===== config.mk =====
export PLATFORM = sky130hd
export DESIGN_NAME = lmfc_sync
export DESIGN_NICKNAME = d
export VERILOG_FILES = /design/src/design/lmfc_sync_pkg.sv /design/src/design/lmfc_sync.sv
export SDC_FILE = /design/constraint.sdc
export NUM_CORES = 1
export LEC_CHECK = 0
export ABC_AREA = 1
export BUFFER_PORTS_ARGS = -buffer_cell sky130_fd_sc_hd__buf_2
export CAP_MARGIN = 5
export CORE_MARGIN = 8
export CORE_UTILIZATION = 45
export CTS_CLUSTER_DIAMETER = 30
export DETAILED_ROUTE_END_ITERATION = 8
export PLACE_DENSITY = 0.59
export SLEW_MARGIN = 20
export SYNTH_ARGS = -nofsm -noshare
export SYNTH_HDL_FRONTEND = slang
export SYNTH_SLANG_ARGS = --single-unit
export TNS_END_PERCENT = 50

===== constraint.sdc =====
create_clock -name I_MCLK -period 6.54 [get_ports I_MCLK]
set_input_delay 0.327 -clock I_MCLK [delete_from_list [all_inputs] [get_ports I_MCLK]]
set_output_delay 0.327 -clock I_MCLK [all_outputs]
set_load 0.01 [all_outputs]

===== src/design/lmfc_sync_pkg.sv =====
`default_nettype none
package lmfc_sync_pkg;
  // Register offsets.
  localparam logic [11:0] ADDR_DUAL_SELECT   = 12'h008;
  localparam logic [11:0] ADDR_IRQ_EN_A      = 12'h021;
  localparam logic [11:0] ADDR_IRQ_EN_B      = 12'h022;
  localparam logic [11:0] ADDR_IRQ_ST_A      = 12'h025;
  localparam logic [11:0] ADDR_IRQ_ST_B      = 12'h026;
  localparam logic [11:0] ADDR_ERR_WINDOW    = 12'h034;
  localparam logic [11:0] ADDR_SNAP_ERROR    = 12'h038;
  localparam logic [11:0] ADDR_SNAP_FLAGS    = 12'h039;
  localparam logic [11:0] ADDR_SYNC_CONTROL  = 12'h03a;
  localparam logic [11:0] ADDR_SYNC_STATUS   = 12'h03b;
  localparam logic [11:0] ADDR_CUR_ERROR     = 12'h03c;
  localparam logic [11:0] ADDR_ERR_FLAGS     = 12'h03d;
  localparam logic [11:0] ADDR_SUBCLASS      = 12'h301;
  localparam logic [11:0] ADDR_LINK_DELAY0   = 12'h304;
  localparam logic [11:0] ADDR_LINK_DELAY1   = 12'h305;
  localparam logic [11:0] ADDR_DELAY_VAR0    = 12'h306;
  localparam logic [11:0] ADDR_DELAY_VAR1    = 12'h307;
  localparam logic [11:0] ADDR_SUBCLASS_LINK = 12'h458;
  // Control register fields.
  localparam int CTRL_ENABLE_BIT = 7;
  localparam int CTRL_ARM_BIT    = 6;
  localparam int CTRL_CLEAR_BIT  = 5;
  // Status register fields.
  localparam int STAT_BUSY_BIT = 7;
  localparam int STAT_LOCK_BIT = 3;
  localparam int STAT_ROT_BIT  = 2;
  localparam int STAT_WLIM_BIT = 1;
  localparam int STAT_TRIP_BIT = 0;
  // Interrupt event positions within the per-pair registers.
  localparam int EV_LOCK = 0;
  localparam int EV_ROT  = 1;
  localparam int EV_TRIP = 2;
  localparam int EV_WLIM = 3;
  // Error flag positions within the flag registers, and the subclass link field LSB.
  localparam int FLAG_LOW_BIT  = 7;
  localparam int FLAG_HIGH_BIT = 6;
  localparam int SUBLINK_LSB   = 5;
  // Sync mode codes.
  localparam logic [3:0] MODE_ONE_SHOT   = 4'h1;
  localparam logic [3:0] MODE_CONTINUOUS = 4'h2;
  localparam logic [3:0] MODE_MONITOR    = 4'h9;
  // Window code for half a DAC clock, subclass codes, limits.
  localparam logic [2:0] WINDOW_HALF   = 3'h0;
  localparam logic [2:0] SUBCLASS_0    = 3'h0;
  localparam logic [2:0] SUBCLASS_1    = 3'h1;
  localparam logic [7:0] RBD_MAX       = 8'h0a;
  localparam logic [2:0] OCTETS_PCLK   = 3'h4;
  localparam logic [2:0] OCTETS_ONE    = 3'h1;
  localparam logic [7:0] ROT_CYCLES    = 8'h04;
  localparam logic [7:0] DUAL_DEFAULT  = 8'h00;
endpackage
`default_nettype wire


===== src/design/lmfc_sync.sv =====
// Behaviour
// - Monitor mode: align first edge, then only measure.
// - Mode field bits 3..0: 0x01, 0x02, 0x09.
// - Current error reads zero after alignment, else measured.
// - Out-of-window error sets low or high flag in monitor state.
// - Alignment snapshots last error and flags.
// - Window field selects half a clock, or one to seven clocks.
// - One-shot needs arm bit, then an alignment edge.
// - Status bit 7 shows busy, zero when done.
// - Each check updates lock and window-limit flags.
// - Sticky rotation flag on misaligned clock alignment.
// - Sticky trip flag per check; cleared by control.
// - Four status events per pair, enable and clear.
// - Only subclass 0 and 1 are accepted.
// - Subclass 0 aligns to internal processing clock.
// - No sync-pin error reporting, subclass 0, F=1.
// - Receive buffer delay limited to 0..10.
// - Each link has a delayed local multiframe clock.
// - Delay in frames; variation converted by 4/F.
// - One-shot checks first armed edge; aligns if outside.
// - Continuous checks every edge, ignores edges during rotation.
// - Alignment reference is active high, rising edge sampled.
// - Arm bit clears itself when an edge arrives.
`timescale 1ns/1ns
`default_nettype none
module lmfc_sync
  import lmfc_sync_pkg::*;
#(
  parameter int LMFC_PERIOD   = 64, // DAC clocks per multiframe.
  parameter int PCLK_DIV      = 16, // DAC clocks per processing clock.
  parameter int DAC_PER_FRAME = 4   // DAC clocks per frame clock.
) (
  input  wire logic        I_MCLK,
  input  wire logic        I_RESET,
  input  wire logic        I_SYSREF,
  input  wire logic [2:0]  I_OCTETS_PER_FRAME,
  input  wire logic [11:0] I_REG_ADDR,
  input  wire logic        I_REG_WR,
  input  wire logic [7:0]  I_REG_WDATA,
  input  wire logic        I_REG_RD,
  output logic      [7:0]  O_REG_RDATA,
  output logic             O_REG_RVALID,
  output logic      [1:0]  O_LMFC_RX,
  output logic      [3:0]  O_RBD_LINK0,
  output logic      [3:0]  O_RBD_LINK1,
  output logic      [7:0]  O_VAR_FRAMES_LINK0,
  output logic      [7:0]  O_VAR_FRAMES_LINK1,
  output logic             O_SYNC_ERR_EN,
  output logic             O_IRQ
);
  localparam logic [7:0] PERIOD   = 8'(LMFC_PERIOD);
  localparam logic [7:0] HALF     = 8'(LMFC_PERIOD / 2);
  localparam logic [7:0] PCLK_TOP = 8'(PCLK_DIV - 1);

  // One-hot sync machine states.
  typedef enum logic [3:0] {
    ST_OFF     = 4'b0001,
    ST_WAIT    = 4'b0010,
    ST_ROTATE  = 4'b0100,
    ST_MONITOR = 4'b1000
  } sync_state_e;

  sync_state_e state;            // Sync machine state.
  logic [2:0]  sysref_sync;      // Synchroniser plus edge history.
  logic [7:0]  pclk_cnt;         // Internal processing clock divider.
  logic [7:0]  lmfc_cnt;         // Position within the multiframe.
  logic [7:0]  rot_cnt;          // Cycles left in a rotation.
  logic [7:0]  dual_sel;         // Which pairs take part.
  logic [3:0]  irq_en_a;         // Event enables, pair A.
  logic [3:0]  irq_en_b;         // Event enables, pair B.
  logic [3:0]  irq_st_a;         // Event status, pair A.
  logic [3:0]  irq_st_b;         // Event status, pair B.
  logic [2:0]  err_window;       // Window tolerance code.
  logic [7:0]  snap_err;         // Error copied at alignment.
  logic [1:0]  snap_flags;       // Flags copied at alignment.
  logic        sync_en;          // Machine enable.
  logic        sync_arm;         // Arm request, self clearing.
  logic [3:0]  sync_mode_select; // Processing mode.
  logic        lock_flag;        // Aligned at last check.
  logic        clock_rotation_flag;
  logic        window_limit_flag;
  logic        edge_trip_flag;
  logic [7:0]  cur_err;          // Current phase error magnitude.
  logic [1:0]  err_flags;        // Low and high side flags.
  logic [2:0]  subclass;         // Global subclass.
  logic [2:0]  subclass_link;    // Per-link subclass copy.
  logic [7:0]  link_delay_frames    [2]; // Local LMFC offsets.
  logic [7:0]  link_delay_variation [2]; // Buffer delays.

  // Decoded writes, alignment edge and phase measurement.
  logic       wr_ctrl, clr_sticky, align_edge, check, do_align;
  logic       err_high, err_low, exceed, busy;
  logic [7:0] err_mag;
  logic [7:0] tol;
  logic [3:0] events;

  assign wr_ctrl    = I_REG_WR && I_REG_ADDR == ADDR_SYNC_CONTROL;
  assign clr_sticky = wr_ctrl && I_REG_WDATA[CTRL_CLEAR_BIT];

  // Subclass 1 uses the reference pin rising edge, subclass 0 the
  // processing clock tick.
  assign align_edge = (subclass == SUBCLASS_1)
                    ? (sysref_sync[1] && !sysref_sync[2])
                    : (pclk_cnt == PCLK_TOP);

  // Positions past half a multiframe are early (low side).
  assign err_high = lmfc_cnt != 8'h00 && lmfc_cnt < HALF;
  assign err_low  = lmfc_cnt >= HALF;
  assign err_mag  = err_low ? 8'(PERIOD - lmfc_cnt) : lmfc_cnt;
  assign tol      = {5'h00, err_window};
  // Half a clock tolerance means any whole-clock error is out.
  assign exceed   = (err_window == WINDOW_HALF) ? (err_mag != 8'h00)
                                                : (err_mag > tol);

  // Edges arriving during a rotation are ignored.
  assign check = align_edge && (
      (state == ST_WAIT &&
       (sync_mode_select == MODE_CONTINUOUS || sync_arm)) ||
      state == ST_MONITOR);
  // Monitor state never rotates.
  assign do_align = check && state == ST_WAIT &&
      (sync_mode_select == MODE_MONITOR ? err_mag != 8'h00 : exceed);
  assign busy = state == ST_ROTATE || (state == ST_WAIT && sync_arm);

  // Event vector shared by both pairs.
  always_comb begin
    events          = 4'h0;
    events[EV_LOCK] = check && (do_align || err_mag == 8'h00);
    events[EV_ROT]  = do_align;
    events[EV_TRIP] = check;
    events[EV_WLIM] = check && !do_align && exceed;
  end

  // Pin synchroniser; only the second stage and later feed logic.
  always_ff @(posedge I_MCLK) begin
    if (I_RESET) begin
      sysref_sync <= 3'h0;
    end else begin
      sysref_sync <= {sysref_sync[1:0], I_SYSREF};
    end
  end

  // Internal processing clock used as the subclass 0 reference.
  always_ff @(posedge I_MCLK) begin
    if (I_RESET || pclk_cnt == PCLK_TOP) begin
      pclk_cnt <= 8'h00;
    end else begin
      pclk_cnt <= pclk_cnt + 8'h01;
    end
  end

  // Multiframe counter; an alignment restarts it at the edge.
  always_ff @(posedge I_MCLK) begin
    if (I_RESET || do_align) begin
      lmfc_cnt <= 8'h00;
    end else if (lmfc_cnt == 8'(PERIOD - 8'h01)) begin
      lmfc_cnt <= 8'h00;
    end else begin
      lmfc_cnt <= lmfc_cnt + 8'h01;
    end
  end

  // Sync machine. The rotation hold keeps the logic busy while the
  // clock phase settles, which is why later edges are not checked.
  always_ff @(posedge I_MCLK) begin
    if (I_RESET) begin
      state   <= ST_OFF;
      rot_cnt <= 8'h00;
    end else if (!sync_en) begin
      state   <= ST_OFF;
      rot_cnt <= 8'h00;
    end else begin
      case (state)
        ST_OFF: begin
          state <= ST_WAIT;
        end
        ST_WAIT: begin
          if (do_align) begin
            state   <= ST_ROTATE;
            rot_cnt <= ROT_CYCLES - 8'h01;
          end else if (check && sync_mode_select == MODE_MONITOR) begin
            state <= ST_MONITOR;
          end
        end
        ST_ROTATE: begin
          if (rot_cnt == 8'h00) begin
            state <= (sync_mode_select == MODE_MONITOR) ? ST_MONITOR
                                                        : ST_WAIT;
          end else begin
            rot_cnt <= rot_cnt - 8'h01;
          end
        end
        ST_MONITOR: begin
          // Re-arming restarts the one-shot part of the mode.
          if (sync_arm && !align_edge) begin
            state <= ST_WAIT;
          end
        end
        default: begin
          state <= ST_OFF;
        end
      endcase
    end
  end

  // Control register; the arm bit clears on any edge while enabled.
  always_ff @(posedge I_MCLK) begin
    if (I_RESET) begin
      sync_en          <= 1'b0;
      sync_arm         <= 1'b0;
      sync_mode_select <= 4'h0;
    end else begin
      if (wr_ctrl) begin
        sync_en          <= I_REG_WDATA[CTRL_ENABLE_BIT];
        sync_mode_select <= I_REG_WDATA[3:0];
      end
      if (align_edge && sync_en) begin
        sync_arm <= 1'b0;
      end else if (wr_ctrl && I_REG_WDATA[CTRL_ARM_BIT]) begin
        sync_arm <= 1'b1;
      end
    end
  end

  // Phase report, snapshots and status flags.
  always_ff @(posedge I_MCLK) begin
    if (I_RESET) begin
      cur_err           <= 8'h00;
      err_flags         <= 2'h0;
      snap_err          <= 8'h00;
      snap_flags        <= 2'h0;
      lock_flag         <= 1'b0;
      window_limit_flag <= 1'b0;
    end else if (do_align) begin
      snap_err          <= cur_err;
      snap_flags        <= err_flags;
      cur_err           <= 8'h00;
      err_flags         <= 2'h0;
      lock_flag         <= 1'b1;
      window_limit_flag <= 1'b0;
    end else if (check) begin
      cur_err           <= err_mag;
      err_flags         <= {err_low && exceed, err_high && exceed};
      lock_flag         <= err_mag == 8'h00;
      window_limit_flag <= exceed;
    end
  end

  // Sticky flags; a new event wins over a clear.
  always_ff @(posedge I_MCLK) begin
    if (I_RESET) begin
      clock_rotation_flag <= 1'b0;
      edge_trip_flag      <= 1'b0;
    end else begin
      clock_rotation_flag <= do_align ||
                             (clock_rotation_flag && !clr_sticky);
      edge_trip_flag      <= check || (edge_trip_flag && !clr_sticky);
    end
  end

  // Configuration registers. A subclass above 1 is refused and the
  // old value is kept.
  always_ff @(posedge I_MCLK) begin
    if (I_RESET) begin
      dual_sel      <= DUAL_DEFAULT;
      irq_en_a      <= 4'h0;
      irq_en_b      <= 4'h0;
      err_window    <= WINDOW_HALF;
      subclass      <= SUBCLASS_0;
      subclass_link <= SUBCLASS_0;
    end else if (I_REG_WR) begin
      case (I_REG_ADDR)
        ADDR_DUAL_SELECT: dual_sel   <= I_REG_WDATA;
        ADDR_IRQ_EN_A:    irq_en_a   <= I_REG_WDATA[3:0];
        ADDR_IRQ_EN_B:    irq_en_b   <= I_REG_WDATA[3:0];
        ADDR_ERR_WINDOW:  err_window <= I_REG_WDATA[2:0];
        ADDR_SUBCLASS: begin
          if (I_REG_WDATA[2:0] <= SUBCLASS_1) begin
            subclass <= I_REG_WDATA[2:0];
          end
        end
        ADDR_SUBCLASS_LINK: begin
          if (I_REG_WDATA[7:SUBLINK_LSB] <= SUBCLASS_1) begin
            subclass_link <= I_REG_WDATA[7:SUBLINK_LSB];
          end
        end
        default: begin
          // Other addresses hold state elsewhere or nothing.
        end
      endcase
    end
  end

  // Per-pair interrupt status, write one to clear, set wins. Only
  // pairs chosen in the dual select register collect events.
  always_ff @(posedge I_MCLK) begin
    if (I_RESET) begin
      irq_st_a <= 4'h0;
      irq_st_b <= 4'h0;
    end else begin
      irq_st_a <= (dual_sel[0] ? events : 4'h0) |
                  (irq_st_a & ~((I_REG_WR && I_REG_ADDR == ADDR_IRQ_ST_A)
                               ? I_REG_WDATA[3:0] : 4'h0));
      irq_st_b <= (dual_sel[1] ? events : 4'h0) |
                  (irq_st_b & ~((I_REG_WR && I_REG_ADDR == ADDR_IRQ_ST_B)
                               ? I_REG_WDATA[3:0] : 4'h0));
    end
  end

  // Per-link delay registers and local multiframe clocks.
  for (genvar l = 0; l < 2; l++) begin : g_link
    logic [15:0] offset;  // Link offset in DAC clocks.
    logic [7:0]  factor;  // Frames per processing clock, 4/F.
    assign offset = 16'((16'(link_delay_frames[l]) *
                        16'(DAC_PER_FRAME)) % 16'(LMFC_PERIOD));
    assign factor = (I_OCTETS_PER_FRAME == 3'h0) ? 8'h00
                  : {5'h00, OCTETS_PCLK / I_OCTETS_PER_FRAME};

    // Writes to variation saturate at the buffer depth.
    always_ff @(posedge I_MCLK) begin
      if (I_RESET) begin
        link_delay_frames[l]    <= 8'h00;
        link_delay_variation[l] <= 8'h00;
      end else if (I_REG_WR) begin
        if (I_REG_ADDR == ADDR_LINK_DELAY0 + 12'(l)) begin
          link_delay_frames[l] <= I_REG_WDATA;
        end
        if (I_REG_ADDR == ADDR_DELAY_VAR0 + 12'(l)) begin
          link_delay_variation[l] <= (I_REG_WDATA > RBD_MAX)
                                   ? RBD_MAX : I_REG_WDATA;
        end
      end
    end

    // The local clock ticks the programmed distance after the
    // aligned one, so fixed link delay needs no longer period.
    always_ff @(posedge I_MCLK) begin
      if (I_RESET) begin
        O_LMFC_RX[l] <= 1'b0;
      end else begin
        O_LMFC_RX[l] <= {8'h00, lmfc_cnt} == offset;
      end
    end
  end

  // Buffer delay and frame conversion outputs.
  always_ff @(posedge I_MCLK) begin
    if (I_RESET) begin
      O_RBD_LINK0        <= 4'h0;
      O_RBD_LINK1        <= 4'h0;
      O_VAR_FRAMES_LINK0 <= 8'h00;
      O_VAR_FRAMES_LINK1 <= 8'h00;
    end else begin
      O_RBD_LINK0        <= link_delay_variation[0][3:0];
      O_RBD_LINK1        <= link_delay_variation[1][3:0];
      O_VAR_FRAMES_LINK0 <= 8'(link_delay_variation[0] * g_link[0].factor);
      O_VAR_FRAMES_LINK1 <= 8'(link_delay_variation[1] * g_link[1].factor);
    end
  end

  // Sync pin error reporting is off in subclass 0 with F of one.
  always_ff @(posedge I_MCLK) begin
    if (I_RESET) begin
      O_SYNC_ERR_EN <= 1'b0;
      O_IRQ         <= 1'b0;
    end else begin
      O_SYNC_ERR_EN <= !(subclass == SUBCLASS_0 &&
                         I_OCTETS_PER_FRAME == OCTETS_ONE);
      O_IRQ         <= |(irq_st_a & irq_en_a) |
                       |(irq_st_b & irq_en_b);
    end
  end

  // Read port: data one cycle after the strobe, zero if unmapped.
  always_ff @(posedge I_MCLK) begin
    if (I_RESET) begin
      O_REG_RDATA  <= 8'h00;
      O_REG_RVALID <= 1'b0;
    end else begin
      O_REG_RVALID <= I_REG_RD;
      case (I_REG_ADDR)
        ADDR_DUAL_SELECT:  O_REG_RDATA <= dual_sel;
        ADDR_IRQ_EN_A:     O_REG_RDATA <= {4'h0, irq_en_a};
        ADDR_IRQ_EN_B:     O_REG_RDATA <= {4'h0, irq_en_b};
        ADDR_IRQ_ST_A:     O_REG_RDATA <= {4'h0, irq_st_a};
        ADDR_IRQ_ST_B:     O_REG_RDATA <= {4'h0, irq_st_b};
        ADDR_ERR_WINDOW:   O_REG_RDATA <= {5'h00, err_window};
        ADDR_SNAP_ERROR:   O_REG_RDATA <= snap_err;
        ADDR_SNAP_FLAGS:   O_REG_RDATA <= {snap_flags, 6'h00};
        ADDR_SYNC_CONTROL: O_REG_RDATA <= {sync_en, sync_arm, 2'h0,
                                           sync_mode_select};
        ADDR_SYNC_STATUS:  O_REG_RDATA <= {busy, 3'h0, lock_flag,
                                           clock_rotation_flag,
                                           window_limit_flag,
                                           edge_trip_flag};
        ADDR_CUR_ERROR:    O_REG_RDATA <= cur_err;
        ADDR_ERR_FLAGS:    O_REG_RDATA <= {err_flags, 6'h00};
        ADDR_SUBCLASS:     O_REG_RDATA <= {5'h00, subclass};
        ADDR_LINK_DELAY0:  O_REG_RDATA <= link_delay_frames[0];
        ADDR_LINK_DELAY1:  O_REG_RDATA <= link_delay_frames[1];
        ADDR_DELAY_VAR0:   O_REG_RDATA <= link_delay_variation[0];
        ADDR_DELAY_VAR1:   O_REG_RDATA <= link_delay_variation[1];
        ADDR_SUBCLASS_LINK: O_REG_RDATA <= {subclass_link, 5'h00};
        default:           O_REG_RDATA <= 8'h00;
      endcase
    end
  end
endmodule // lmfc_sync
`default_nettype wire


# Yosys cells after proc, flatten, opt, wreduce, memory -nomap -nowiden
# Memories as Yosys holds them, arrays and structs flattened.
# Cells that the tools add are included.
[totals] ff_bits=131 latchBits=0 ram_bits=32 rom_bits=0 input_bits=28 mem_count=2
[op_classes] n_addsub=4 mul=2 div=1 order_cmp=6 n_eq_ne=35 shift=0 mux=44 bitwise=14 reduce_logical=59
[memory_table] memory="link_delay_frames" depth=2 word_bits=8 read_ports=2 rd_ports_with_merged_regs=0 wr=2 line_no="lmfc_sync.sv:87" text="logic [7:0] link_delay_frames [2];"
[memory_table] memory="link_delay_variation" depth=2 word_bits=8 read_ports=2 rd_ports_with_merged_regs=0 wr=2 line_no="lmfc_sync.sv:88" text="logic [7:0] link_delay_variation [2];"
[op_table] operator="$pmux 8 s18" count=1
[op_table] operator="$eq 12x6->1 const B" count=11
[op_table] operator="$mux 8" count=8
[op_table] operator="$eq 12x10->1 const B" count=5
[op_table] operator="$mux 4" count=9
[op_table] operator="$logic_and 1x1->1" count=23
[op_table] operator="$mux 1" count=23
[op_table] operator="$add 8x1->8 const B" count=2
[op_table] operator="$and 4x4->4" count=4
[op_table] operator="$eq 8x6->1" count=2
[op_table] operator="$logic_not 8->1" count=2
[op_table] operator="$mul 8x3->8" count=2
[op_table] operator="$pmux 4 s4" count=1
[op_table] operator="$pmux 8 s2" count=1
[op_table] operator="$reduce_bool 8->1" count=2
[op_table] operator="$eq 12x11->1 const B" count=1
[op_table] operator="$eq 12x4->1 const B" count=1
[op_table] operator="$reduce_and 3->1" count=4
[op_table] operator="$logic_not 3->1" count=3
[op_table] operator="$eq 4x2->1 const B" count=2
[op_table] operator="$eq 4x4->1 const B" count=2
[op_table] operator="$eq 8x4->1 const B" count=1
[op_table] operator="$eq 8x6->1 const B" count=1
[op_table] operator="$ge 8x6->1 const B" count=1
[op_table] operator="24 further kinds" count=53

# Depth between registers and ports, before layout
[logic_depth] word_depth=12 depth_mapped=25

# Worst setup path after synthesis
# Ideal clock, no wire load.
[synth_timing] path_kind="input to register" startpoint="in I_OCTETS_PER_FRAME[1]" endpoint="reg O_VAR_FRAMES_LINK0[7]" setup_time_ns=0.120 arrival_time_ns=3.300 required_time_ns=6.420 path_slack_ns=3.119 cell_stages=25 path_cell_list="nor2_1 nand2_1 inv_1 nor2_1 ha_1 nand3_1 nand3_1 nand2_1 inv_1 nand2_1 fa_1 inv_1 ha_1 a21oi_1 nor2_1 nor2_1 inv_1 nand2_1 inv_1 nor2_1 nor2_1 nor2_1 inv_1 o21ai_0 a21oi_1"
[synth_between] elab_chain_len=3 elab_cells_between_ends=4 cone_classes="1 x mul; 1 x div; 1 x mux; 1 x reduce/logical"
[synth_rtl] element="start, declared" line_no="lmfc_sync.sv:36" text="input wire logic [2:0] I_OCTETS_PER_FRAME,"
[synth_rtl] element="$div 3x3->3 or $logic_not 3->1 (tied branches)" line_no="lmfc_sync.sv:317, lmfc_sync.sv:316"
[synth_rtl] element="$mux 3 *" line_no="lmfc_sync.sv:316" text="assign factor = (I_OCTETS_PER_FRAME == 3'h0) ? 8'h00"
[synth_rtl] element="$mul 8x3->8 *" line_no="lmfc_sync.sv:356" text="O_VAR_FRAMES_LINK0 <= 8'(link_delay_variation[0] * g_link[0].factor);"
[synth_rtl] element="end signal, assigned" line_no="lmfc_sync.sv:356"
[synth_rtl] element="end, declared" line_no="lmfc_sync.sv:46" text="output logic [7:0] O_VAR_FRAMES_LINK0,"
# Every way passes the cells marked *; elsewhere a longest branch is shown, timed or not.
# A chain may end at the register's enable or synchronous reset.

# Final worst setup path
# Same ends and word-level chain as after synthesis.

==> impl_metrics.yaml <==
job:
  drv_cap: 0
clock_tree:
  clkLatencyLatePin_ns: 0.43
  cts_hold_buf: 0
  clkSlewWorstSetupHoldPaths_ns: 0.06
  cts_buffers: 17
  clock_sinks: 163
  cts_setup_buffers: 0
  ctsResizeCount: 0
  cts.root.buffer_cell: "clkbuf_16"
  cts_max_level: 4
  cts_tree: "done"
  cts_buffer_depth: 2
yosys:
  synthAdderAreaFrac_pct: 6.04
  synth_cell_types: 53
  async_flop_share_pct: 0
  synthMuxAreaShare_pct: 0
  syn_inst: 1135
  synth_edf_count: 32
  syn_area_um2: 8540
  yosys-top-cells-area: "dfxtp_1 (31%), edfxtp_1 (11%), nand2_1 (7.9%)"
  synth_xor_area_share_pct: 1.95
  ys_seq_area_share_pct: 42.0
  synth_top_family_by_area: "simple AND/OR/NAND/NOR gates"
  synth-simple-area-share_pct: 27.1
  synthTopCellsByCount: "nand2_1 (179), inv_1 (175), nor2_1 (161)"
  avgSynthCellArea_um2: 7.52
  synth_top_area_share_pct: 30.7
  yosysWarnings: 0
  ys.flop_type: "dfxtp_1"
  synth.most_common_cell: "nand2_1"
  synth-seq-cells: 163
  synth-compound-area-share_pct: 13.1
  yosysTopAreaCell: "dfxtp_1"
cells_and_area:
  drive_gt1_share_pct: 12.9
  n_antenna_cell: 0
  top_regs: "link_delay_frames: 16 flops, link_delay_variation: 16 flops"
  fin_util_pct: 51.7
  multi_input_area_um2: 4150
  layoutNonFillerInstCount: 1455
  nFillCells: 1883
  final_area_um2: 9630
  finalNetCount: 1270
  regArea_um2: 3580
  area_growth_syn_to_layout_pct: 12.8
global_routing:
  grt_max_degree: 48
  overflow: 0
  first_global_vias: 7225
  grt_use_total_pct: 21.0
  grt_pass1_wl_um: 38700
  antenna_found_initial: 0
drt:
  drc: 0
  wl_per_cell_um: 16.8
  ant_nets: 0
  viasPerCell: 5.28
  first_pass_iters: 5
  vias: 7678
  drt-total-wl_um: 24400
  drt-initial-drc-count: 604
worst_setup_path:
  arrival_ns: 4.06
  slowest_stage: "fa_1"
  crit_type: "in -> reg"
  worstPathMaxFanout: 9
  r2r-start: "subclass[2]"
  cp_slowest_stage_delay_ns: 0.55
  critPathCaptureType: "flip-flop"
  cp_top_family: "simple AND/OR/NAND/NOR gates"
  crit_required_ns: 6.84
  cp.buffers_inverters: 7
  cp_common_cell: "nor2_1"
  start_kind: "input port"
  worstSetupStartpoint: "I_OCTETS_PER_FRAME[1]"
floorplan:
  core_um2: 18600
  dieArea_um2: 23600
  die-height_um: 154
  pin_count: 65
  rows: 50
  die-width_um: 154
  start_util_pct: 45.8
pwr:
  power.leakage_nw: 4.13
  p_seq_share_pct: 48.4
  p_comb_share_pct: 9.2
  pwr_density_cell_nw_per_um2: 230
  clkPwrFrac_pct: 42.5
  intPower_mw: 1.64
  p_sw_mw: 0.569
  ir_drop_v: 0.000178
  p_sw_share_pct: 25.7
min_path:
  hold_path_class: "in -> reg"
  worst_hold_startpoint: "I_SYSREF"
place:
  dp_slack_ns: 2.42
  dp_cells: 1423
  portBuffers: 64
  dpl_cell_area_um2: 9080
  dp_hpwl_um: 18600
  gp_congestion: 0.951
sta:
  post-route-min-period_ns: 3.76
  finalSetupTns_ns: 0
  period_share_pct: 57.5
  relSlewSlack_pct: 46.0
  max_freq_mhz: 266
  worstMarginPinSlew_ns: 0.804
  skew_ns: 0.00878
  hold_viol_final: 0
  setup_slack_ns: 2.78
  rsz0062_at_grt: "no"
  finalSetupViolCount: 0
  drv_slew: 0
run_status:
  status: "complete, no violations"
-- worst paths after layout --
kind                                              end  slack, ns  cells past startpoint
worst max-delay path            O_VAR_FRAMES_LINK0[7]       2.78                     26
worst min-delay path                   sysref_sync[0]       0.10                      3
worst max register to register            irq_st_b[0]       3.59                     11
worst min register to register         sysref_sync[1]       0.41                      2
-- cell families after synthesis --
kind of cell / Yosys count
XOR/XNOR: 19
AO/OA/AOI/OAI: 199
other: 1
buffers and inverters: 209
AND/OR/NAND/NOR: 510
adder cells (fa/ha/maj): 34
flip-flops: 163
-- power groups by stage --
stage          clock network, mW  logic [mW]  registers, mW
4_1_cts                    0.962       0.203           1.07
6_report                   0.939       0.203           1.07
2_1_floorplan                  0       0.125           1.09
5_1_grt                     1.01       0.228           1.07
3_3_place_gp                   0       0.199           1.09
3_5_place_dp                   0       0.202           1.09
-- cells in the final DEF, fill, tap and decap left out, types with 5 or more instances in the layout --
master and count:
ha_1 22, edfxtp_1 32, dfxtp_1 131, nand3_1 74, o22ai_1 8, nand2_2 9, xnor2_1 6, a21oi_1 83
nand4_1 22, nor3_1 22, a21oi_2 7, inv_2 8, o21ai_0 69, nor2_1 161, xor2_1 13, buf_2 64
clkbuf_16 17, buf_4 6, o21ai_1 7, fa_1 12, nor2_4 7, inv_1 175, nor4_1 5, nand2_1 179
conb_1 9, nor2_2 15
-- worst register-to-register path, stage by stage (launching register included) --
cell and delay [ns]:
dfxtp_1 0.34, nor2_1 0.27, nand2_1 0.23, o31ai_2 0.43, nand2_1 0.45, inv_1 0.48, nand2_1 0.17, nand2_1 0.11
nand2_1 0.05, nand2_1 0.15, nand2_1 0.07, a21oi_1 0.12
-- per-layer routing --
metal,vias up,track usage (%),part of all wire (%)
li1,3832,-,-
met2,265,32.0,44
met5,-,0,0
met1,3542,28.5,46
met4,0,8.49,2.7
met3,39,4.46,7.7
-- per-stage QoR --
stage	power [mW]	hold WS, ns
CTS	2.23	0.0859
detailed placement	1.29	0.405
global placement	1.29	0.405
floorplan	1.22	0.388
global route	2.31	0.0898
finish	2.21	0.101
-- area by class of cell --
cell class | count | share of cell area [%]
Clock inverter | 12 | 1.13
Timing Repair Buffer | 70 | 3.79
Clock buffer | 20 | 4.53
Tap cell | 234 | 3.04
Inverter | 185 | 7.21
Multi-Input combinational cell | 771 | 43.1
Sequential cell | 163 | 37.2
Power figures use the tool's default switching activity.
